### src/common/osr_defs.vh
`ifndef OSR_DEFS_VH
`define OSR_DEFS_VH

// Register byte offsets
`define OSR_ADDR_TERM_SEL_A   8'h00
`define OSR_ADDR_TERM_SEL_B   8'h04
`define OSR_ADDR_POLARITY     8'h08
`define OSR_ADDR_FAULT_CFG    8'h0c
`define OSR_ADDR_STATUS       8'h10
`define OSR_ADDR_ID           8'h14

// Field layout
`define OSR_SEL_W             6
`define OSR_TERM1_SEL_LSB     0
`define OSR_TERM2_SEL_LSB     8
`define OSR_TERM3_SEL_LSB     16
`define OSR_TERM4_SEL_LSB     24
`define OSR_TERM5_SEL_LSB     0
`define OSR_RELAY_SEL_LSB     8
`define OSR_FCW_W             2
`define OSR_FAULT_CODE_LSB    8

// Reset values
`define OSR_SEL_RESET         6'h3f
`define OSR_POL_RESET         6'h00
`define OSR_FCW_RESET         2'h0
`define OSR_ID_VALUE          32'h0052_0001 // Identity value, arbitrary

// Fault code width settings
`define OSR_FCW_OFF           2'h0
`define OSR_FCW_3BIT          2'h1
`define OSR_FCW_4BIT          2'h2

// AXI responses
`define OSR_RESP_OKAY         2'h0
`define OSR_RESP_SLVERR       2'h2

// Selector codes
`define OSR_SEL_RUN           6'h00
`define OSR_SEL_FA1           6'h01
`define OSR_SEL_FA2           6'h02
`define OSR_SEL_OVL           6'h03
`define OSR_SEL_PIDDEV        6'h04
`define OSR_SEL_ALARM         6'h05
`define OSR_SEL_FA3           6'h06
`define OSR_SEL_OTQ           6'h07
`define OSR_SEL_PWRLOSS       6'h08
`define OSR_SEL_UNDERV        6'h09
`define OSR_SEL_TRQLIM        6'h0a
`define OSR_SEL_RUNTIME       6'h0b
`define OSR_SEL_ONTIME        6'h0c
`define OSR_SEL_THERMAL       6'h0d
`define OSR_SEL_BRKREL        6'h13
`define OSR_SEL_BRKERR        6'h14
`define OSR_SEL_ZEROF         6'h15
`define OSR_SEL_SPDDEV        6'h16
`define OSR_SEL_POSDONE       6'h17
`define OSR_SEL_FA4           6'h18
`define OSR_SEL_FA5           6'h19
`define OSR_SEL_OVL2          6'h1a
`define OSR_SEL_VOPEN         6'h1b
`define OSR_SEL_IOPEN         6'h1c
`define OSR_SEL_V2OPEN        6'h1d
`define OSR_SEL_PIDFB         6'h1f
`define OSR_SEL_COMM          6'h20
`define OSR_SEL_LOG_FIRST     6'h21
`define OSR_SEL_LOG_LAST      6'h26
`define OSR_SEL_CAPLIFE       6'h27
`define OSR_SEL_FANSLOW       6'h28
`define OSR_SEL_STARTC        6'h29
`define OSR_SEL_HSHOT         6'h2a
`define OSR_SEL_LOWCUR        6'h2b
`define OSR_SEL_USEQ_FIRST    6'h2c
`define OSR_SEL_USEQ_LAST     6'h31
`define OSR_SEL_READY         6'h32
`define OSR_SEL_FWD           6'h33
`define OSR_SEL_REV           6'h34
`define OSR_SEL_MAJOR         6'h35
`define OSR_SEL_WCV           6'h36
`define OSR_SEL_WCI           6'h37
`define OSR_SEL_WCV2          6'h38

`endif

### src/verilog/osr_source_mux.v
`timescale 1ns/10ps
`default_nettype none
`include "osr_defs.vh"

module osr_source_mux
(
  // Selector
  input  wire [5:0]  sel,
  // Condition vector, index by selector code
  input  wire [63:0] cond,
  // Routed condition
  output wire        active
);

  assign active = cond[sel];

endmodule // osr_source_mux

`default_nettype wire

### src/verilog/osr_output_stage.v
`timescale 1ns/10ps
`default_nettype none
`include "osr_defs.vh"

module osr_output_stage
(
  // Clock and reset
  input  wire aclk,
  input  wire aresetn,
  // Condition and polarity
  input  wire active,
  input  wire normally_closed,
  // Switch closed
  output reg  closed
);

  always @(posedge aclk)
  begin
    if (!aresetn)
      closed <= 1'b0;
    else
      closed <= active ^ normally_closed;
  end

endmodule // osr_output_stage

`default_nettype wire

### src/verilog/osr_output_signal_router.v
// Our own choices: the AXI4-Lite slave port and the placing of the registers.
`timescale 1ns/10ps
`default_nettype none
`include "osr_defs.vh"

module osr_output_signal_router
(
  // Clock and reset
  input  wire        aclk,
  input  wire        aresetn,
  // AXI4-Lite write address
  input  wire [7:0]  s_axi_awaddr,
  input  wire        s_axi_awvalid,
  output wire        s_axi_awready,
  // AXI4-Lite write data
  input  wire [31:0] s_axi_wdata,
  input  wire [3:0]  s_axi_wstrb,
  input  wire        s_axi_wvalid,
  output wire        s_axi_wready,
  // AXI4-Lite write response
  output reg  [1:0]  s_axi_bresp,
  output reg         s_axi_bvalid,
  input  wire        s_axi_bready,
  // AXI4-Lite read address
  input  wire [7:0]  s_axi_araddr,
  input  wire        s_axi_arvalid,
  output wire        s_axi_arready,
  // AXI4-Lite read data
  output reg  [31:0] s_axi_rdata,
  output reg  [1:0]  s_axi_rresp,
  output reg         s_axi_rvalid,
  input  wire        s_axi_rready,
  // Drive conditions
  input  wire        running,
  input  wire        dc_braking,
  input  wire        const_speed_reached,
  input  wire        set_freq_overreached,
  input  wire        set_freq_reached,
  input  wire        set_freq_overreached_b,
  input  wire        set_freq_reached_b,
  input  wire        overload_notice,
  input  wire        overload_notice_b,
  input  wire        pid_deviation,
  input  wire        alarm_out,
  input  wire        over_torque,
  input  wire        power_loss_flag,
  input  wire        undervolt_flag,
  input  wire        torque_limited,
  input  wire        run_time_over,
  input  wire        power_on_time_over,
  input  wire        thermal_alarm,
  input  wire        brake_release,
  input  wire        brake_error,
  input  wire        zero_freq_detect,
  input  wire        speed_deviation_max,
  input  wire        positioning_done,
  input  wire        volt_input_open,
  input  wire        current_input_open,
  input  wire        volt2_input_open,
  input  wire        pid_feedback_cmp,
  input  wire        comm_line_lost,
  input  wire [5:0]  logic_result,
  input  wire        capacitor_life_warn,
  input  wire        fan_slow_warn,
  input  wire        start_contact,
  input  wire        heatsink_hot_warn,
  input  wire        low_current_ind,
  input  wire [5:0]  user_seq_out,
  input  wire        drive_ready,
  input  wire        forward_rotation,
  input  wire        reverse_rotation,
  input  wire        major_failure,
  input  wire        window_cmp_v,
  input  wire        window_cmp_i,
  input  wire        window_cmp_v2,
  // Fault code
  input  wire [3:0]  fault_code,
  // Outputs, high means switch closed
  output wire [4:0]  term_closed,
  output wire        relay_closed
);

  // Settings
  reg  [5:0]  term1_source_sel;
  reg  [5:0]  term2_source_sel;
  reg  [5:0]  term3_source_sel;
  reg  [5:0]  term4_source_sel;
  reg  [5:0]  term5_source_sel;
  reg  [5:0]  relay_source_sel;
  reg  [4:0]  term_polarity;
  reg         relay_polarity;
  reg  [1:0]  fault_code_width;

  // Bus state
  reg         aw_held;
  reg  [7:0]  aw_addr;
  reg         w_held;
  reg  [31:0] w_data;
  reg  [3:0]  w_strb;

  // Condition vector
  reg  [63:0] cond;
  wire [5:0]  routed;
  reg  [5:0]  term_active;
  wire [5:0]  normally_closed;
  wire [5:0]  closed;

  integer     i;

  // Merge a 6-bit field under byte strobe
  function [5:0] merge_field;
    input [5:0] old;
    input [7:0] lane;
    input       en;
    begin
      merge_field = en ? lane[5:0] : old;
    end
  endfunction

  function is_mapped;
    input [7:0] a;
    begin
      if (a == `OSR_ADDR_TERM_SEL_A)
        is_mapped = 1'b1;
      else if (a == `OSR_ADDR_TERM_SEL_B)
        is_mapped = 1'b1;
      else if (a == `OSR_ADDR_POLARITY)
        is_mapped = 1'b1;
      else if (a == `OSR_ADDR_FAULT_CFG)
        is_mapped = 1'b1;
      else if (a == `OSR_ADDR_STATUS)
        is_mapped = 1'b1;
      else if (a == `OSR_ADDR_ID)
        is_mapped = 1'b1;
      else
        is_mapped = 1'b0;
    end
  endfunction

  // Write channel: hold address and data until both arrive
  assign s_axi_awready = !aw_held && !s_axi_bvalid;
  assign s_axi_wready  = !w_held && !s_axi_bvalid;

  wire do_write = aw_held && w_held && !s_axi_bvalid;

  always @(posedge aclk)
  begin
    if (!aresetn)
    begin
      aw_held <= 1'b0;
      aw_addr <= 8'h00;
      w_held  <= 1'b0;
      w_data  <= 32'h0000_0000;
      w_strb  <= 4'h0;
      s_axi_bvalid <= 1'b0;
      s_axi_bresp  <= `OSR_RESP_OKAY;
    end
    else
    begin
      if (s_axi_awvalid && s_axi_awready)
      begin
        aw_held <= 1'b1;
        aw_addr <= s_axi_awaddr;
      end
      if (s_axi_wvalid && s_axi_wready)
      begin
        w_held <= 1'b1;
        w_data <= s_axi_wdata;
        w_strb <= s_axi_wstrb;
      end
      if (do_write)
      begin
        aw_held <= 1'b0;
        w_held  <= 1'b0;
        s_axi_bvalid <= 1'b1;
        s_axi_bresp  <= is_mapped(aw_addr) ? `OSR_RESP_OKAY : `OSR_RESP_SLVERR;
      end
      else if (s_axi_bvalid && s_axi_bready)
        s_axi_bvalid <= 1'b0;
    end
  end

  // Settings registers
  always @(posedge aclk)
  begin
    if (!aresetn)
    begin
      term1_source_sel <= `OSR_SEL_RESET;
      term2_source_sel <= `OSR_SEL_RESET;
      term3_source_sel <= `OSR_SEL_RESET;
      term4_source_sel <= `OSR_SEL_RESET;
      term5_source_sel <= `OSR_SEL_RESET;
      relay_source_sel <= `OSR_SEL_RESET;
      term_polarity    <= 5'h00;
      relay_polarity   <= 1'b0;
      fault_code_width <= `OSR_FCW_RESET;
    end
    else if (do_write)
    begin
      if (aw_addr == `OSR_ADDR_TERM_SEL_A)
      begin
        term1_source_sel <= merge_field(term1_source_sel, w_data[7:0], w_strb[0]);
        term2_source_sel <= merge_field(term2_source_sel, w_data[15:8], w_strb[1]);
        term3_source_sel <= merge_field(term3_source_sel, w_data[23:16], w_strb[2]);
        term4_source_sel <= merge_field(term4_source_sel, w_data[31:24], w_strb[3]);
      end
      else if (aw_addr == `OSR_ADDR_TERM_SEL_B)
      begin
        term5_source_sel <= merge_field(term5_source_sel, w_data[7:0], w_strb[0]);
        relay_source_sel <= merge_field(relay_source_sel, w_data[15:8], w_strb[1]);
      end
      else if (aw_addr == `OSR_ADDR_POLARITY)
      begin
        if (w_strb[0])
        begin
          term_polarity  <= w_data[4:0];
          relay_polarity <= w_data[5];
        end
      end
      else if (aw_addr == `OSR_ADDR_FAULT_CFG)
      begin
        if (w_strb[0])
          fault_code_width <= w_data[1:0];
      end
    end
  end

  // Read channel
  assign s_axi_arready = !s_axi_rvalid;

  always @(posedge aclk)
  begin
    if (!aresetn)
    begin
      s_axi_rvalid <= 1'b0;
      s_axi_rdata  <= 32'h0000_0000;
      s_axi_rresp  <= `OSR_RESP_OKAY;
    end
    else if (s_axi_arvalid && s_axi_arready)
    begin
      s_axi_rvalid <= 1'b1;
      s_axi_rresp  <= `OSR_RESP_OKAY;
      if (s_axi_araddr == `OSR_ADDR_TERM_SEL_A)
        s_axi_rdata <= {2'h0, term4_source_sel, 2'h0, term3_source_sel,
                        2'h0, term2_source_sel, 2'h0, term1_source_sel};
      else if (s_axi_araddr == `OSR_ADDR_TERM_SEL_B)
        s_axi_rdata <= {16'h0000, 2'h0, relay_source_sel, 2'h0, term5_source_sel};
      else if (s_axi_araddr == `OSR_ADDR_POLARITY)
        s_axi_rdata <= {26'h0, relay_polarity, term_polarity};
      else if (s_axi_araddr == `OSR_ADDR_FAULT_CFG)
        s_axi_rdata <= {20'h0, fault_code, 6'h0, fault_code_width};
      else if (s_axi_araddr == `OSR_ADDR_STATUS)
        s_axi_rdata <= {26'h0, closed};
      else if (s_axi_araddr == `OSR_ADDR_ID)
        s_axi_rdata <= `OSR_ID_VALUE;
      else
      begin
        s_axi_rdata <= 32'h0000_0000;
        s_axi_rresp <= `OSR_RESP_SLVERR;
      end
    end
    else if (s_axi_rvalid && s_axi_rready)
      s_axi_rvalid <= 1'b0;
  end

  // Condition table indexed by selector code
  always @*
  begin
    cond = 64'h0;
    cond[`OSR_SEL_RUN]     = running || dc_braking;
    cond[`OSR_SEL_FA1]     = const_speed_reached;
    cond[`OSR_SEL_FA2]     = set_freq_overreached;
    cond[`OSR_SEL_FA3]     = set_freq_reached;
    cond[`OSR_SEL_FA4]     = set_freq_overreached_b;
    cond[`OSR_SEL_FA5]     = set_freq_reached_b;
    cond[`OSR_SEL_OVL]     = overload_notice;
    cond[`OSR_SEL_ALARM]   = alarm_out;
    cond[`OSR_SEL_OTQ]     = over_torque;
    cond[`OSR_SEL_PWRLOSS] = power_loss_flag;
    cond[`OSR_SEL_UNDERV]  = undervolt_flag;
    cond[`OSR_SEL_TRQLIM]  = torque_limited;
    cond[`OSR_SEL_THERMAL] = thermal_alarm;
    cond[`OSR_SEL_RUNTIME] = run_time_over;
    cond[`OSR_SEL_ONTIME]  = power_on_time_over;
    cond[`OSR_SEL_ZEROF]   = zero_freq_detect;
    cond[`OSR_SEL_BRKREL]  = brake_release;
    cond[`OSR_SEL_BRKERR]  = brake_error;
    cond[`OSR_SEL_SPDDEV]  = speed_deviation_max;
    cond[`OSR_SEL_POSDONE] = positioning_done;
    cond[`OSR_SEL_VOPEN]   = volt_input_open;
    cond[`OSR_SEL_IOPEN]   = current_input_open;
    cond[`OSR_SEL_V2OPEN]  = volt2_input_open;
    cond[`OSR_SEL_COMM]    = comm_line_lost;
    for (i = 0; i < 6; i = i + 1)
    begin
      cond[`OSR_SEL_LOG_FIRST + i]  = logic_result[i];
      cond[`OSR_SEL_USEQ_FIRST + i] = user_seq_out[i];
    end
    cond[`OSR_SEL_CAPLIFE] = capacitor_life_warn;
    cond[`OSR_SEL_FANSLOW] = fan_slow_warn;
    cond[`OSR_SEL_HSHOT]   = heatsink_hot_warn;
    cond[`OSR_SEL_LOWCUR]  = low_current_ind;
    cond[`OSR_SEL_STARTC]  = start_contact;
    cond[`OSR_SEL_READY]   = drive_ready;
    cond[`OSR_SEL_FWD]     = forward_rotation;
    cond[`OSR_SEL_REV]     = reverse_rotation;
    cond[`OSR_SEL_MAJOR]   = major_failure;
    cond[`OSR_SEL_PIDDEV]  = pid_deviation;
    cond[`OSR_SEL_OVL2]    = overload_notice_b;
    cond[`OSR_SEL_PIDFB]   = pid_feedback_cmp;
    cond[`OSR_SEL_WCV]     = window_cmp_v;
    cond[`OSR_SEL_WCI]     = window_cmp_i;
    cond[`OSR_SEL_WCV2]    = window_cmp_v2;
  end

  osr_source_mux u_mux1 (.sel(term1_source_sel), .cond(cond), .active(routed[0]));
  osr_source_mux u_mux2 (.sel(term2_source_sel), .cond(cond), .active(routed[1]));
  osr_source_mux u_mux3 (.sel(term3_source_sel), .cond(cond), .active(routed[2]));
  osr_source_mux u_mux4 (.sel(term4_source_sel), .cond(cond), .active(routed[3]));
  osr_source_mux u_mux5 (.sel(term5_source_sel), .cond(cond), .active(routed[4]));
  osr_source_mux u_mux6 (.sel(relay_source_sel), .cond(cond), .active(routed[5]));

  // Fault code takeover of the low terminals
  always @*
  begin
    term_active = routed;
    if (fault_code_width == `OSR_FCW_3BIT)
      term_active[3:0] = {1'b0, fault_code[2:0]};
    else if (fault_code_width == `OSR_FCW_4BIT)
      term_active[3:0] = fault_code[3:0];
  end

  assign normally_closed = {relay_polarity, term_polarity};

  genvar g;
  generate
    for (g = 0; g < 6; g = g + 1)
    begin : g_out
      osr_output_stage u_stage
      (
        .aclk            (aclk),
        .aresetn         (aresetn),
        .active          (term_active[g]),
        .normally_closed (normally_closed[g]),
        .closed          (closed[g])
      );
    end
  endgenerate

  assign term_closed  = closed[4:0];
  assign relay_closed = closed[5];

endmodule // osr_output_signal_router

`default_nettype wire

### config.mk
export PLATFORM = sky130hd
export DESIGN_NAME = osr_output_signal_router
export DESIGN_NICKNAME = d
export VERILOG_FILES = /design/src/verilog/osr_source_mux.v /design/src/verilog/osr_output_stage.v /design/src/verilog/osr_output_signal_router.v
export VERILOG_INCLUDE_DIRS = /design/src /design/src/common
export SDC_FILE = /design/constraint.sdc
export NUM_CORES = 1
export LEC_CHECK = 0
export CAP_MARGIN = 0
export CORE_ASPECT_RATIO = 0.75
export CORE_MARGIN = 2
export CORE_UTILIZATION = 49
export DETAILED_ROUTE_END_ITERATION = 6
export DONT_BUFFER_PORTS = 1
export PLACE_DENSITY = 0.64
export SYNTH_ARGS = -nofsm -noshare
export SYNTH_HDL_FRONTEND = slang
export SYNTH_SLANG_ARGS = --single-unit
### constraint.sdc
create_clock -name aclk -period 2.5 [get_ports aclk]
set_input_delay 0.25 -clock aclk [delete_from_list [all_inputs] [get_ports aclk]]
set_output_delay 0.25 -clock aclk [all_outputs]
set_load 0.1 [all_outputs]
Word-level counts from Yosys, hierarchy flattened
Cells that the tools add are included.

Add/subtract/negate cells: 0. $mul: 0. Div/mod/pow operators: 0. Magnitude comparators: 6. Equality and inequality tests: 12. Shift operators: 0. Muxes and demuxes: 39. Bitwise logic cells: 10. Reduce and logical (&&, ||, !) cells: 27.

Operators with widths (number): two-way mux 23 bit (5); < comparator 6 x 7 -> 1 bit (second input constant) (6); binary-select mux 1 bit (select 6 bit) (6); == test 8 x 4 -> 1 bit (second input constant) (4); == test 8 x 5 -> 1 bit (second input constant) (4); two-way mux 30 bit (1); two-way mux 1 bit (18); == test 8 x 3 -> 1 bit (second input constant) (2); zero test 8 bit (2); two-way mux 2 bit (7); AND reduction 3 bit (4); logical AND 1 bit (9); two-way mux 4 bit (2); AND reduction 4 bit (2); AND reduction 6 bit (1); bitwise XOR 1 bit (6); AND reduction 5 bit (1); zero test 1 bit (4); inverter 1 bit (4); nonzero test 2 bit (2); == test 2 x 1 -> 1 bit (second input constant) (1); == test 2 bit (second input constant) (1); OR reduction 2 bit (1); logical OR 1 bit (1).

Bits in registers: 132. Latch bits: 0. Memory bits (writable): 0. Memory bits (read-only): 0. Input bits: 115. Output and inout bits: 47. Logic and storage cells: 119. Memories kept: 0.

Longest topological paths before layout
Gate-level depths: netlist of run 1.

Word-level depth: 10. Gate-level depth with buffers: 8. Mapped depth without buffers: 6.

Cells and area by module
From an unflattened synthesis of run 1, not the netlist that was laid out.

Cells, all modules: 912. Area, all modules: 8439.3 um2.

Modules (own cells, without submodules): osr_output_signal_router (instances 1, cells an instance 522, area an instance 4625.7 um2, sequential area each 2222.1 um2); osr_source_mux (instances 6, cells an instance 62, area an instance 600.6 um2, sequential area each 0.0 um2); osr_output_stage (instances 6, cells an instance 3, area an instance 35.0 um2, sequential area each 20.0 um2).

Worst setup path after synthesis of run 1
Ideal clock, no wire load.

Path type: register -> register. Start: register s_axi_bvalid. End: register w_data[3]. Setup time: 0.070 ns. Arrival time: 3.148 ns. Required time: 2.430 ns. Slack: -0.718 ns. Cell stages (with the launch flop): 7. Buffers on the path: 2. Period minus slack after synthesis: 3.218 ns. Cell sequence: dfxtp_1 -> nor2_1 -> and2_1 -> clkbuf_1 -> clkbuf_1 -> nand2_1 -> a21oi_1.

Longest elaborated chain between the ends: 3.

RTL lines: start: declaration (line osr_output_signal_router.v:22) `output reg s_axi_bvalid,`; start signal: assignment (line osr_output_signal_router.v:155) `s_axi_bvalid <= 1'b0;`; start signal: assignment (line osr_output_signal_router.v:175) `s_axi_bvalid <= 1'b1;`; start signal: assignment (line osr_output_signal_router.v:179) `s_axi_bvalid <= 1'b0;`; zero test 1 bit (line osr_output_signal_router.v:142) `assign s_axi_wready = !w_held && !s_axi_bvalid;`; logical AND 1 bit (line osr_output_signal_router.v:142); via s_axi_wready (line osr_output_signal_router.v:19) `output wire s_axi_wready,`; logical AND 1 bit (line osr_output_signal_router.v:165) `if (s_axi_wvalid && s_axi_wready)`; end signal: assignment (line osr_output_signal_router.v:168) `w_data <= s_axi_wdata;`; end: declaration (line osr_output_signal_router.v:98) `reg [31:0] w_data;`.

The timed path passes the listed nets, and every way through them passes these cells. A chain may end at the register's enable or synchronous reset.

Final worst setup path of run 1
Start: register term3_source_sel[1]. End: register g_out[2].u_stage.closed.

Longest elaborated chain between the ends: 5.

RTL lines: start: declaration (line osr_output_signal_router.v:86) `reg [5:0] term3_source_sel;`; start signal: assignment (line osr_output_signal_router.v:190) `` term3_source_sel <= `OSR_SEL_RESET; ``; start signal: assignment (line osr_output_signal_router.v:204) `term3_source_sel <= merge_field(term3_source_sel, w_data[23:16], w_strb[2]);`; binary-select mux 1 bit (select 6 bit) (line osr_source_mux.v:15) `assign active = cond[sel];`; two-way mux 1 bit (implied by the code) (line osr_source_mux.v:15); two-way mux 4 bit (line osr_output_signal_router.v:329) `` else if (fault_code_width == `OSR_FCW_4BIT) ``; two-way mux 4 bit (line osr_output_signal_router.v:327) `` if (fault_code_width == `OSR_FCW_3BIT) ``; bitwise XOR 1 bit (line osr_output_stage.v:22) `closed <= active ^ normally_closed;`; end signal: assignment (line osr_output_stage.v:22); end: declaration (line osr_output_stage.v:14) `output reg closed`.

Every way passes these cells. The select of a mux whose other input is x is not followed.

==> metrics, run 1 <==
status=completed; cell area after layout=9250 um2; DRT antenna net count=0; Worst slew margin=0.339; WP data required=2.86 ns; die height=113 um; All-Layer GR Usage=0.315; via count=7316; DR WL/cell=22.6 um; area leader, netlist=dfxtp_1; Post-CTS Setup Repair Bufs=0; CTS H-Tree Depth=4; root buf cell=clkbuf_16; fmax=420 MHz; Initial DRC Count=738; Leak Pwr=3.90 nW; fraction of registers with async set/reset=0; post-cts hold buffer count=39; synth-to-layout area growth=18.7%; buffers added on ports=0; R2R Setup Slk=0.12 ns; Post-Route WL=26.3 mm; minimum clock period=2.38 ns; drt first pass iters=5; Int Pwr=0.00363 W; Peak supply drop=0.459 mV; CTS tree=yes; core area=15400 um2; Crit Path Category=flip-flop to flip-flop; Avg Cell Area, Syn=8.75 um2; Post-synth EDFFs=0; Setup Skew=0.0198 ns; Via-to-Cell Ratio=6.30; final hold violations=0; DIE WIDTH=150 um; crit path DAT=2.74 ns; Synth area leaders=dfxtp_1 30%, mux4_2 14%, nand2_1 8.6%, mux2i_1 7.8%, a21oi_1 3.7%; post_cts resized=0; number of remaining DRC errors=0; Startpoint Class=flip-flop; sequential area share after synthesis=0.301; Worst-Skew Late Latency=0.44 ns; endpoint class of the critical path=flip-flop; Tcrit/Tclk final=0.952; number of distinct library cells after synthesis=73; max-slew violations=0; ANT cells=0; Area after DPL=8250 um2; Psw=0.00161 W; layout net count=1059; Synth Instances=891; Fill cells=1344; Worst Max-Slew Pin Slew=0.991 ns; CTS clk-pin slew, worst paths=0.06 ns; Synth Cell Area=7790 um2; share of cells above drive strength 1=0.195; Yosys warning count=0; Ports=162; Max Cap Violations=0; RSZ-0062 raised after global routing=false; clock buffer count from CTS=17; Total Die Area=16900 um2; Main synth FF type=dfxtp_1; post-synthesis register bit count=117; first-pass GRT wire length=40.6 mm; Overflow after GRT=0; clock buffer depth=2; Max FO, Critical Path=6; Sw Share=0.308; PD cells=567 nW/um2; combinational share of power=0.148; Final Setup Violations=0; clock share of power=0.470; initial core utilization=0.507; final setup TNS=0 ns; RePlAce Congestion=0.963; initial antenna violation count=0; Yosys top cell area share=0.301; CTS Sinks=117; worst min path class=input pin to flip-flop; vias in the first global route=7068; HPWL Detailed=19.5 mm; FP Rows=39; largest net degree at the start of global routing=75; Seq pwr share=0.382
## power by group through the flow
| stage | logic [W] | registers (W) | clock network (W) |
|---|---|---|---|
| finish | 0.000776 | 0.00200 | 0.00247 |
| global route | 0.000828 | 0.00201 | 0.00258 |
| CTS | 0.000776 | 0.00200 | 0.00250 |
| detailed placement | 0.000702 | 0.00204 | 0 |
| global placement | 0.000690 | 0.00204 | 0 |
| floorplan | 0.000478 | 0.00218 | 0 |
## final cells by class
type | instances | area (um2) | share of cell area
sequential | 117 | 2340 | 0.253
multi-input combinational | 677 | 4990 | 0.540
tap | 205 | 256 | 0.0277
timing repair buffer | 113 | 1000 | 0.108
clock inverter | 15 | 159 | 0.0172
inverter | 18 | 67.6 | 0.00731
clock buffer | 17 | 425 | 0.0460
## per-layer routing
metal  GRT usage  up-vias  share of wire
li1            -     3367              -
met1       0.449     3520           0.42
met2       0.474      393           0.44
met3      0.0806       36           0.12
met4      0.0876        0          0.017
met5           0        -              0
## through the flow
step	power (W)	setup slack [ns]	instances	hold WS, ns	utilization
floorplan	0.00266	0.0882	899	0.386	-
global placement	0.00273	0.197	1091	0.320	0.537
detailed placement	0.00275	0.140	1091	0.323	0.537
CTS	0.00528	0.123	1162	0.00120	0.602
global route	0.00542	0.0273	1162	0.0140	0.602
finish	0.00524	0.120	1162	0.00202	0.602
## synthesized netlist by cell type, types with 10 or more instances
master and count:
nand2_1 179, dfxtp_1 117, mux2i_1 61, a21oi_1 58
nand3_1 54, mux4_2 48, clkbuf_1 46, nor2_1 40
buf_2 21, a21boi_0 20, buf_4 17, o21ai_0 17
inv_1 16, nor2b_1 15, mux2_2 14, a211oi_1 12
nand3b_1 12, nand2b_1 10, nor3_1 10
## cell usage in the layout, fill, tap and decap left out, types with 14 or more instances in the layout
cell type      count
nor2_1            38
nand3_1           54
inv_1             16
nor2b_1           14
nand2_1          179
a21boi_0          20
a21oi_1           58
dlygate4sd3_1     38
clkbuf_16         17
dfxtp_1          116
mux2_2            14
mux4_2            48
buf_4             71
mux2i_1           61
o21ai_0           17
## logic make-up (layout without fill, tap and decap cells)
kind of cell	after synthesis	after routing	synth area share
simple gates	360	360	0.221
flops	117	117	0.301
buf+inv	105	163	0.0641
xor+xnor	2	2	0.00225
compound gates	177	177	0.156
mux	129	129	0.256
other cells	1	9	0.000481
## worst paths after layout
check                                    from                                 end  cells past startpoint
max          term3_source_sel[1]$_SDFFE_PN1P_  g_out[2].u_stage.closed$_SDFF_PN0_                      9
min                           s_axi_wdata[19]             w_data[19]$_SDFFE_PN0P_                      2
max reg2reg  term3_source_sel[1]$_SDFFE_PN1P_  g_out[2].u_stage.closed$_SDFF_PN0_                      9
min reg2reg      s_axi_rdata[29]$_SDFFE_PN0P_        s_axi_rdata[29]$_SDFFE_PN0P_                      2
## registers in the layout, summed over array words and instances (netlist names), 2 cells and up
register	cells
term2_source_sel	6
w_data	24
term1_source_sel	6
relay_source_sel	6
term5_source_sel	6
term4_source_sel	6
fault_code_width	2
w_strb	4
term3_source_sel	6
term_polarity	5
aw_addr	8
s_axi_rdata	25
g_out.u_stage.closed	6
## critical path, stage by stage, from the launching register on
cell      delay (ns)
dfxtp_1         0.45
buf_4           0.21
buf_4           0.16
mux2_2          0.33
a22oi_1         0.18
o211ai_1        0.12
a32o_1          0.27
a221oi_2        0.22
buf_4           0.18
mux2i_1         0.18
Note: power is estimated with default switching activity, not from simulation.
==> inputs of run 2 (changes only) <==
==> constraint.sdc (replaced) <==
create_clock -name aclk -period 3 [get_ports aclk]
set_input_delay 0.3 -clock aclk [delete_from_list [all_inputs] [get_ports aclk]]
set_output_delay 0.3 -clock aclk [all_outputs]
set_load 0.1 [all_outputs]
==> run 2 against run 1 <==
Final cell count down 5.9%. Hold slack improved by 0.0033 ns. Clock-buffer cell count did not move. Critical endpoint unchanged. Clock power fell by 13%. Sequential power is 11% lower.
==> metrics, run 2 (synthesized netlist as in run 1, its figures left out) <==
Post-CTS Setup Repair Bufs=0; commonest non-fill, non-tap cells in the layout=179 x nand2_1, 117 x dfxtp_1, 61 x mux2i_1; dpl ws=0.312 ns; CTS H-Tree Depth=4; via count=7068; initial core utilization=0.507; layout net count=991; final setup TNS=0 ns; largest net degree at the start of global routing=43; root buf cell=clkbuf_16; Cell Count, Final, Fillers Out=1094; Int Pwr=0.00306 W; R2R cell count=7; DRT antenna net count=0; worst min path class=input pin to flip-flop; status=completed; CTS clk-pin slew, worst paths=0.06 ns; CTS Sinks=117; core area=15400 um2; Largest stage delay, worst path=0.70 ns; Area after DPL=7870 um2; minimum clock period=2.73 ns; Critical path buffers and inverters=1; CTS tree=yes; Leak Pwr=3.57 nW; vias in the first global route=6824; combinational share of power=0.106; number of remaining DRC errors=0; max-slew violations=0; DIE WIDTH=150 um; max reg flops=25; WP data required=3.36 ns; final hold violations=0; initial antenna violation count=0; Final WS setup=0.269 ns; Biggest register=s_axi_rdata; clock buffer count from CTS=17; CP Cell Sequence=buf_4, mux4_2, nor3_1, nor2_1, a32o_1, a221oi_2, mux2i_1; first-pass GRT wire length=39.6 mm; Worst Max-Slew Pin Slew=0.990 ns; cell area after layout=8650 um2; Crit Path Category=flip-flop to flip-flop; Initial DRC Count=729; Reg-to-Reg End=g_out[2].u_stage.closed$_SDFF_PN0_; Largest regs=s_axi_rdata: 25 flops, w_data: 24 flops, aw_addr: 8 flops; WHS Path Cells=2; Worst slew margin=0.339; Max Cap Violations=0; Crit path max-delay family=compound AO/OA/AOI/OAI gates; All-Layer GR Usage=0.312; Overflow after GRT=0; Psw=0.00134 W; Fill cells=1383; Slowest-stage cell, CP=dfxtp_1; commonest non-fill, non-tap cell in the layout=nand2_1; RePlAce Congestion=0.961; Seq pwr share=0.405; FP Rows=39; synth-to-layout area growth=11.0%; fmax=366 MHz; share of cells above drive strength 1=0.159; DR WL/cell=23.9 um; drt first pass iters=6; Final Setup Violations=0; RSZ-0062 raised after global routing=false; Setup Skew=0.0108 ns; Max FO, Critical Path=13; crit path DAT=3.09 ns; Via-to-Cell Ratio=6.46; final core occ=0.563; Ports=162; Hold Path Origin=s_axi_wdata[13]; buffers added on ports=0; worst min-delay path endpoint=w_data[13]$_SDFFE_PN0P_; Peak supply drop=0.365 mV; PD cells=510 nW/um2; die height=113 um; clock share of power=0.489; clock buffer depth=2; reg2reg start=term3_source_sel[0]$_SDFFE_PN1P_; endpoint class of the critical path=flip-flop; Startpoint Class=flip-flop; Sw Share=0.305; HPWL Detailed=19.2 mm; Worst-Skew Late Latency=0.44 ns; ANT cells=0; R2R Setup Slk=0.27 ns; Post-Route WL=26.1 mm; Total Die Area=16900 um2; Post-Place Cells=1046; Tcrit/Tclk final=0.910
-- run 2: worst max path at each step --
stage                                      from                                 end  slack (ns)  cells past startpoint
6_report       term3_source_sel[0]$_SDFFE_PN1P_  g_out[2].u_stage.closed$_SDFF_PN0_        0.27                      7
3_3_place_gp   term3_source_sel[0]$_SDFFE_PN1P_  g_out[2].u_stage.closed$_SDFF_PN0_        0.29                      6
4_1_cts        term3_source_sel[0]$_SDFFE_PN1P_  g_out[2].u_stage.closed$_SDFF_PN0_        0.30                      6
3_5_place_dp   term3_source_sel[0]$_SDFFE_PN1P_  g_out[2].u_stage.closed$_SDFF_PN0_        0.31                      6
5_1_grt        term3_source_sel[0]$_SDFFE_PN1P_  g_out[2].u_stage.closed$_SDFF_PN0_        0.08                      7
2_1_floorplan         s_axi_bvalid$_SDFFE_PN0P_             aw_addr[0]$_SDFFE_PN0P_         0.1                      5
-- run 2: area by class of cell --
cell class	instances	area (um2)	area share
inverter	18	67.6	0.00781
sequential	117	2340	0.271
tap	205	256	0.0297
timing repair buffer	45	388	0.0448
multi-input combinational	677	4990	0.577
clock inverter	15	181	0.0210
clock buffer	17	425	0.0492
-- run 2: metal layers --
layer | up-vias | wire length [um] | GRT usage
met5 | - | 0 | 0
met4 | 0 | 569 | 0.104
met3 | 48 | 3350 | 0.0871
met2 | 418 | 11200 | 0.462
met1 | 3373 | 11000 | 0.439
li1 | 3229 | - | -
-- run 2: what timing repair did --
action,4_1_cts,5_1_grt
hold buffers,14,2
endpoints found under the hold margin,51,1
resized for setup,0,0
-- run 2: power groups by stage --
stage | logic (W) | clock network (W) | registers (W)
CTS | 0.000463 | 0.00217 | 0.00179
finish | 0.000467 | 0.00215 | 0.00179
detailed placement | 0.000435 | 0 | 0.00182
global placement | 0.000427 | 0 | 0.00182
floorplan | 0.000397 | 0 | 0.00181
global route | 0.000506 | 0.00224 | 0.00179
-- run 2: per-stage QoR --
step | total power [W] | hold WS, ns
2_1_floorplan | 0.00221 | 0.436
3_3_place_gp | 0.00225 | 0.373
3_5_place_dp | 0.00226 | 0.375
4_1_cts | 0.00442 | 0.00100
5_1_grt | 0.00454 | 0.00322
6_report | 0.00441 | 0.00528
==> inputs of run 3 (changes only) <==
==> constraint.sdc (replaced) <==
create_clock -name aclk -period 3.4 [get_ports aclk]
set_input_delay 0.34 -clock aclk [delete_from_list [all_inputs] [get_ports aclk]]
set_output_delay 0.34 -clock aclk [all_outputs]
set_load 0.1 [all_outputs]
==> run 3 against run 2 <==
Largest power group unchanged. Clock skew hardly changed. Sequential power is 12% lower. Final cell count is 1.8% lower. Setup slack better by 0.35 ns. Maximum frequency is 1.6% lower. Critical path type unchanged. Flip-flop and latch count stayed put.
==> metrics, run 3 (synthesized netlist as in run 1, its figures left out) <==
status=completed; WHS Path Cells=1; CTS clk-pin slew, worst paths=0.06 ns; Initial DRC Count=596; FP Rows=39; commonest non-fill, non-tap cells in the layout=179 x nand2_1, 117 x dfxtp_1, 61 x mux2i_1; Post-Route WL=24.5 mm; Int Pwr=0.00256 W; final setup TNS=0 ns; number of remaining DRC errors=0; Sw Share=0.298; CTS tree=yes; clock buffer depth=2; buffers added on ports=0; CTS H-Tree Depth=4; share of cells above drive strength 1=0.153; crit path DAT=3.13 ns; R2R cell count=6; clock share of power=0.460; DR WL/cell=22.8 um; Worst slew margin=0.328; final hold violations=0; Post-Place Cells=1040; CP Cell Sequence=mux4_2, and3_1, a211oi_1, nor4_1, a221oi_2, mux2i_1; endpoint class of the critical path=flip-flop; Multi-input gate area=4990 um2; vias in the first global route=6536; RePlAce Congestion=0.902; WP data required=3.75 ns; Fill cells=1446; PD cells=434 nW/um2; DIE WIDTH=150 um; minimum clock period=2.78 ns; Final Setup Violations=0; layout net count=971; Crit Path Category=flip-flop to flip-flop; CTS Sinks=117; clock buffer count from CTS=17; max-slew violations=0; Seq pwr share=0.435; Total Die Area=16900 um2; first-pass GRT wire length=37.3 mm; initial core utilization=0.507; die height=113 um; Worst-Skew Late Latency=0.42 ns; ANT cells=0; fmax=360 MHz; Storage cell area=2340 um2; initial antenna violation count=0; Max FO, Critical Path=11; Psw=0.00109 W; Max Cap Violations=0; root buf cell=clkbuf_16; Cell Count, Final, Fillers Out=1074; core area=15400 um2; Setup Skew=0.0111 ns; Largest regs=s_axi_rdata: 25 flops, w_data: 24 flops, aw_addr: 8 flops; Ports=162; Slowest-stage cell, CP=dfxtp_1; RSZ-0062 raised after global routing=false; Worst Max-Slew Pin Slew=1.01 ns; commonest non-fill, non-tap cell in the layout=nand2_1; DRT antenna net count=0; Tcrit/Tclk final=0.817; Startpoint Class=flip-flop; Peak supply drop=0.307 mV; Via-to-Cell Ratio=6.47; largest net degree at the start of global routing=65; Leak Pwr=3.45 nW; synth-to-layout area growth=7.77%; Biggest register=s_axi_rdata; HPWL Detailed=18.3 mm; via count=6954; drt first pass iters=7; worst min path class=input pin to flip-flop; Overflow after GRT=0; All-Layer GR Usage=0.291; post_cts resized=0; Largest stage delay, worst path=0.72 ns; max reg flops=25; combinational share of power=0.105
## run 3: changes by cell type in the layout (fill, tap and decap cells not counted), moves of 2 or more
cell / previous run / this run
clkinv_2: 0 / 2
clkbuf_8: 0 / 2
inv_6: 7 / 5
inv_8: 4 / 0
dlygate4sd3_1: 15 / 2
bufinv_16: 2 / 0
clkinv_4: 0 / 2
buf_4: 29 / 23
## run 3: metal layers
layer  share of wire  GRT usage  vias to the layer above
li1                -          -                     3185
met1            0.44      0.426                     3375
met2            0.42      0.414                      370
met3            0.13     0.0895                       24
met4           0.013     0.0813                        0
met5               0          0                        -
## run 3: metrics by stage
step | instance area, um2 | power (W) | worst slack [ns] | hold WS, ns | util
final | 8400 | 0.00364 | 0.624 | 0.0257 | 0.546
after global routing | 8400 | 0.00378 | 0.542 | 0.0157 | 0.546
after floorplan | 7820 | 0.00195 | 0.182 | 0.436 | -
after global placement | 7830 | 0.00198 | 0.703 | 0.410 | 0.509
after detailed placement | 7830 | 0.00199 | 0.662 | 0.415 | 0.509
after CTS | 8400 | 0.00368 | 0.649 | 0.000477 | 0.546
## run 3: area by class of cell
| class | count | share of cell area |
|---|---|---|
| timing repair buffer | 25 | 0.0229 |
| multi-input combinational | 677 | 0.594 |
| sequential | 117 | 0.279 |
| tap | 205 | 0.0305 |
| clock inverter | 12 | 0.0112 |
| clock buffer | 20 | 0.0544 |
| inverter | 18 | 0.00805 |
## run 3: power groups by stage
stage	clock, W	sequential, W	combinational, W
after floorplan	0	0.00160	0.000350
after global placement	0	0.00161	0.000370
after detailed placement	0	0.00161	0.000376
after CTS	0.00171	0.00158	0.000383
after global routing	0.00177	0.00159	0.000417
final	0.00168	0.00158	0.000383
## run 3: critical path: cells and delay by family, from the launching register on
kind             cells  cell delay (ns)
AO/OA/AOI/OAI        2             0.83
flip-flops           1             0.72
multiplexers         2             0.82
AND/OR/NAND/NOR      2             0.34
## run 3: path summary, 6_finish.rpt
kind,start,endpoint,slack (ns)
hold reg to reg,w_data[27]$_SDFFE_PN0P_,w_data[27]$_SDFFE_PN0P_,0.46
hold / removal,aresetn,term5_source_sel[3]$_SDFFE_PN1P_,0.03
setup reg to reg,term3_source_sel[0]$_SDFFE_PN1P_,g_out[2].u_stage.closed$_SDFF_PN0_,0.62
setup / recovery,term3_source_sel[0]$_SDFFE_PN1P_,g_out[2].u_stage.closed$_SDFF_PN0_,0.62
## run 3: what timing repair did
action | 4_1_cts | 5_1_grt
hold buffers | 2 | 0
hold endpoints to repair | 14 | 0
setup buffers | 0 | 0
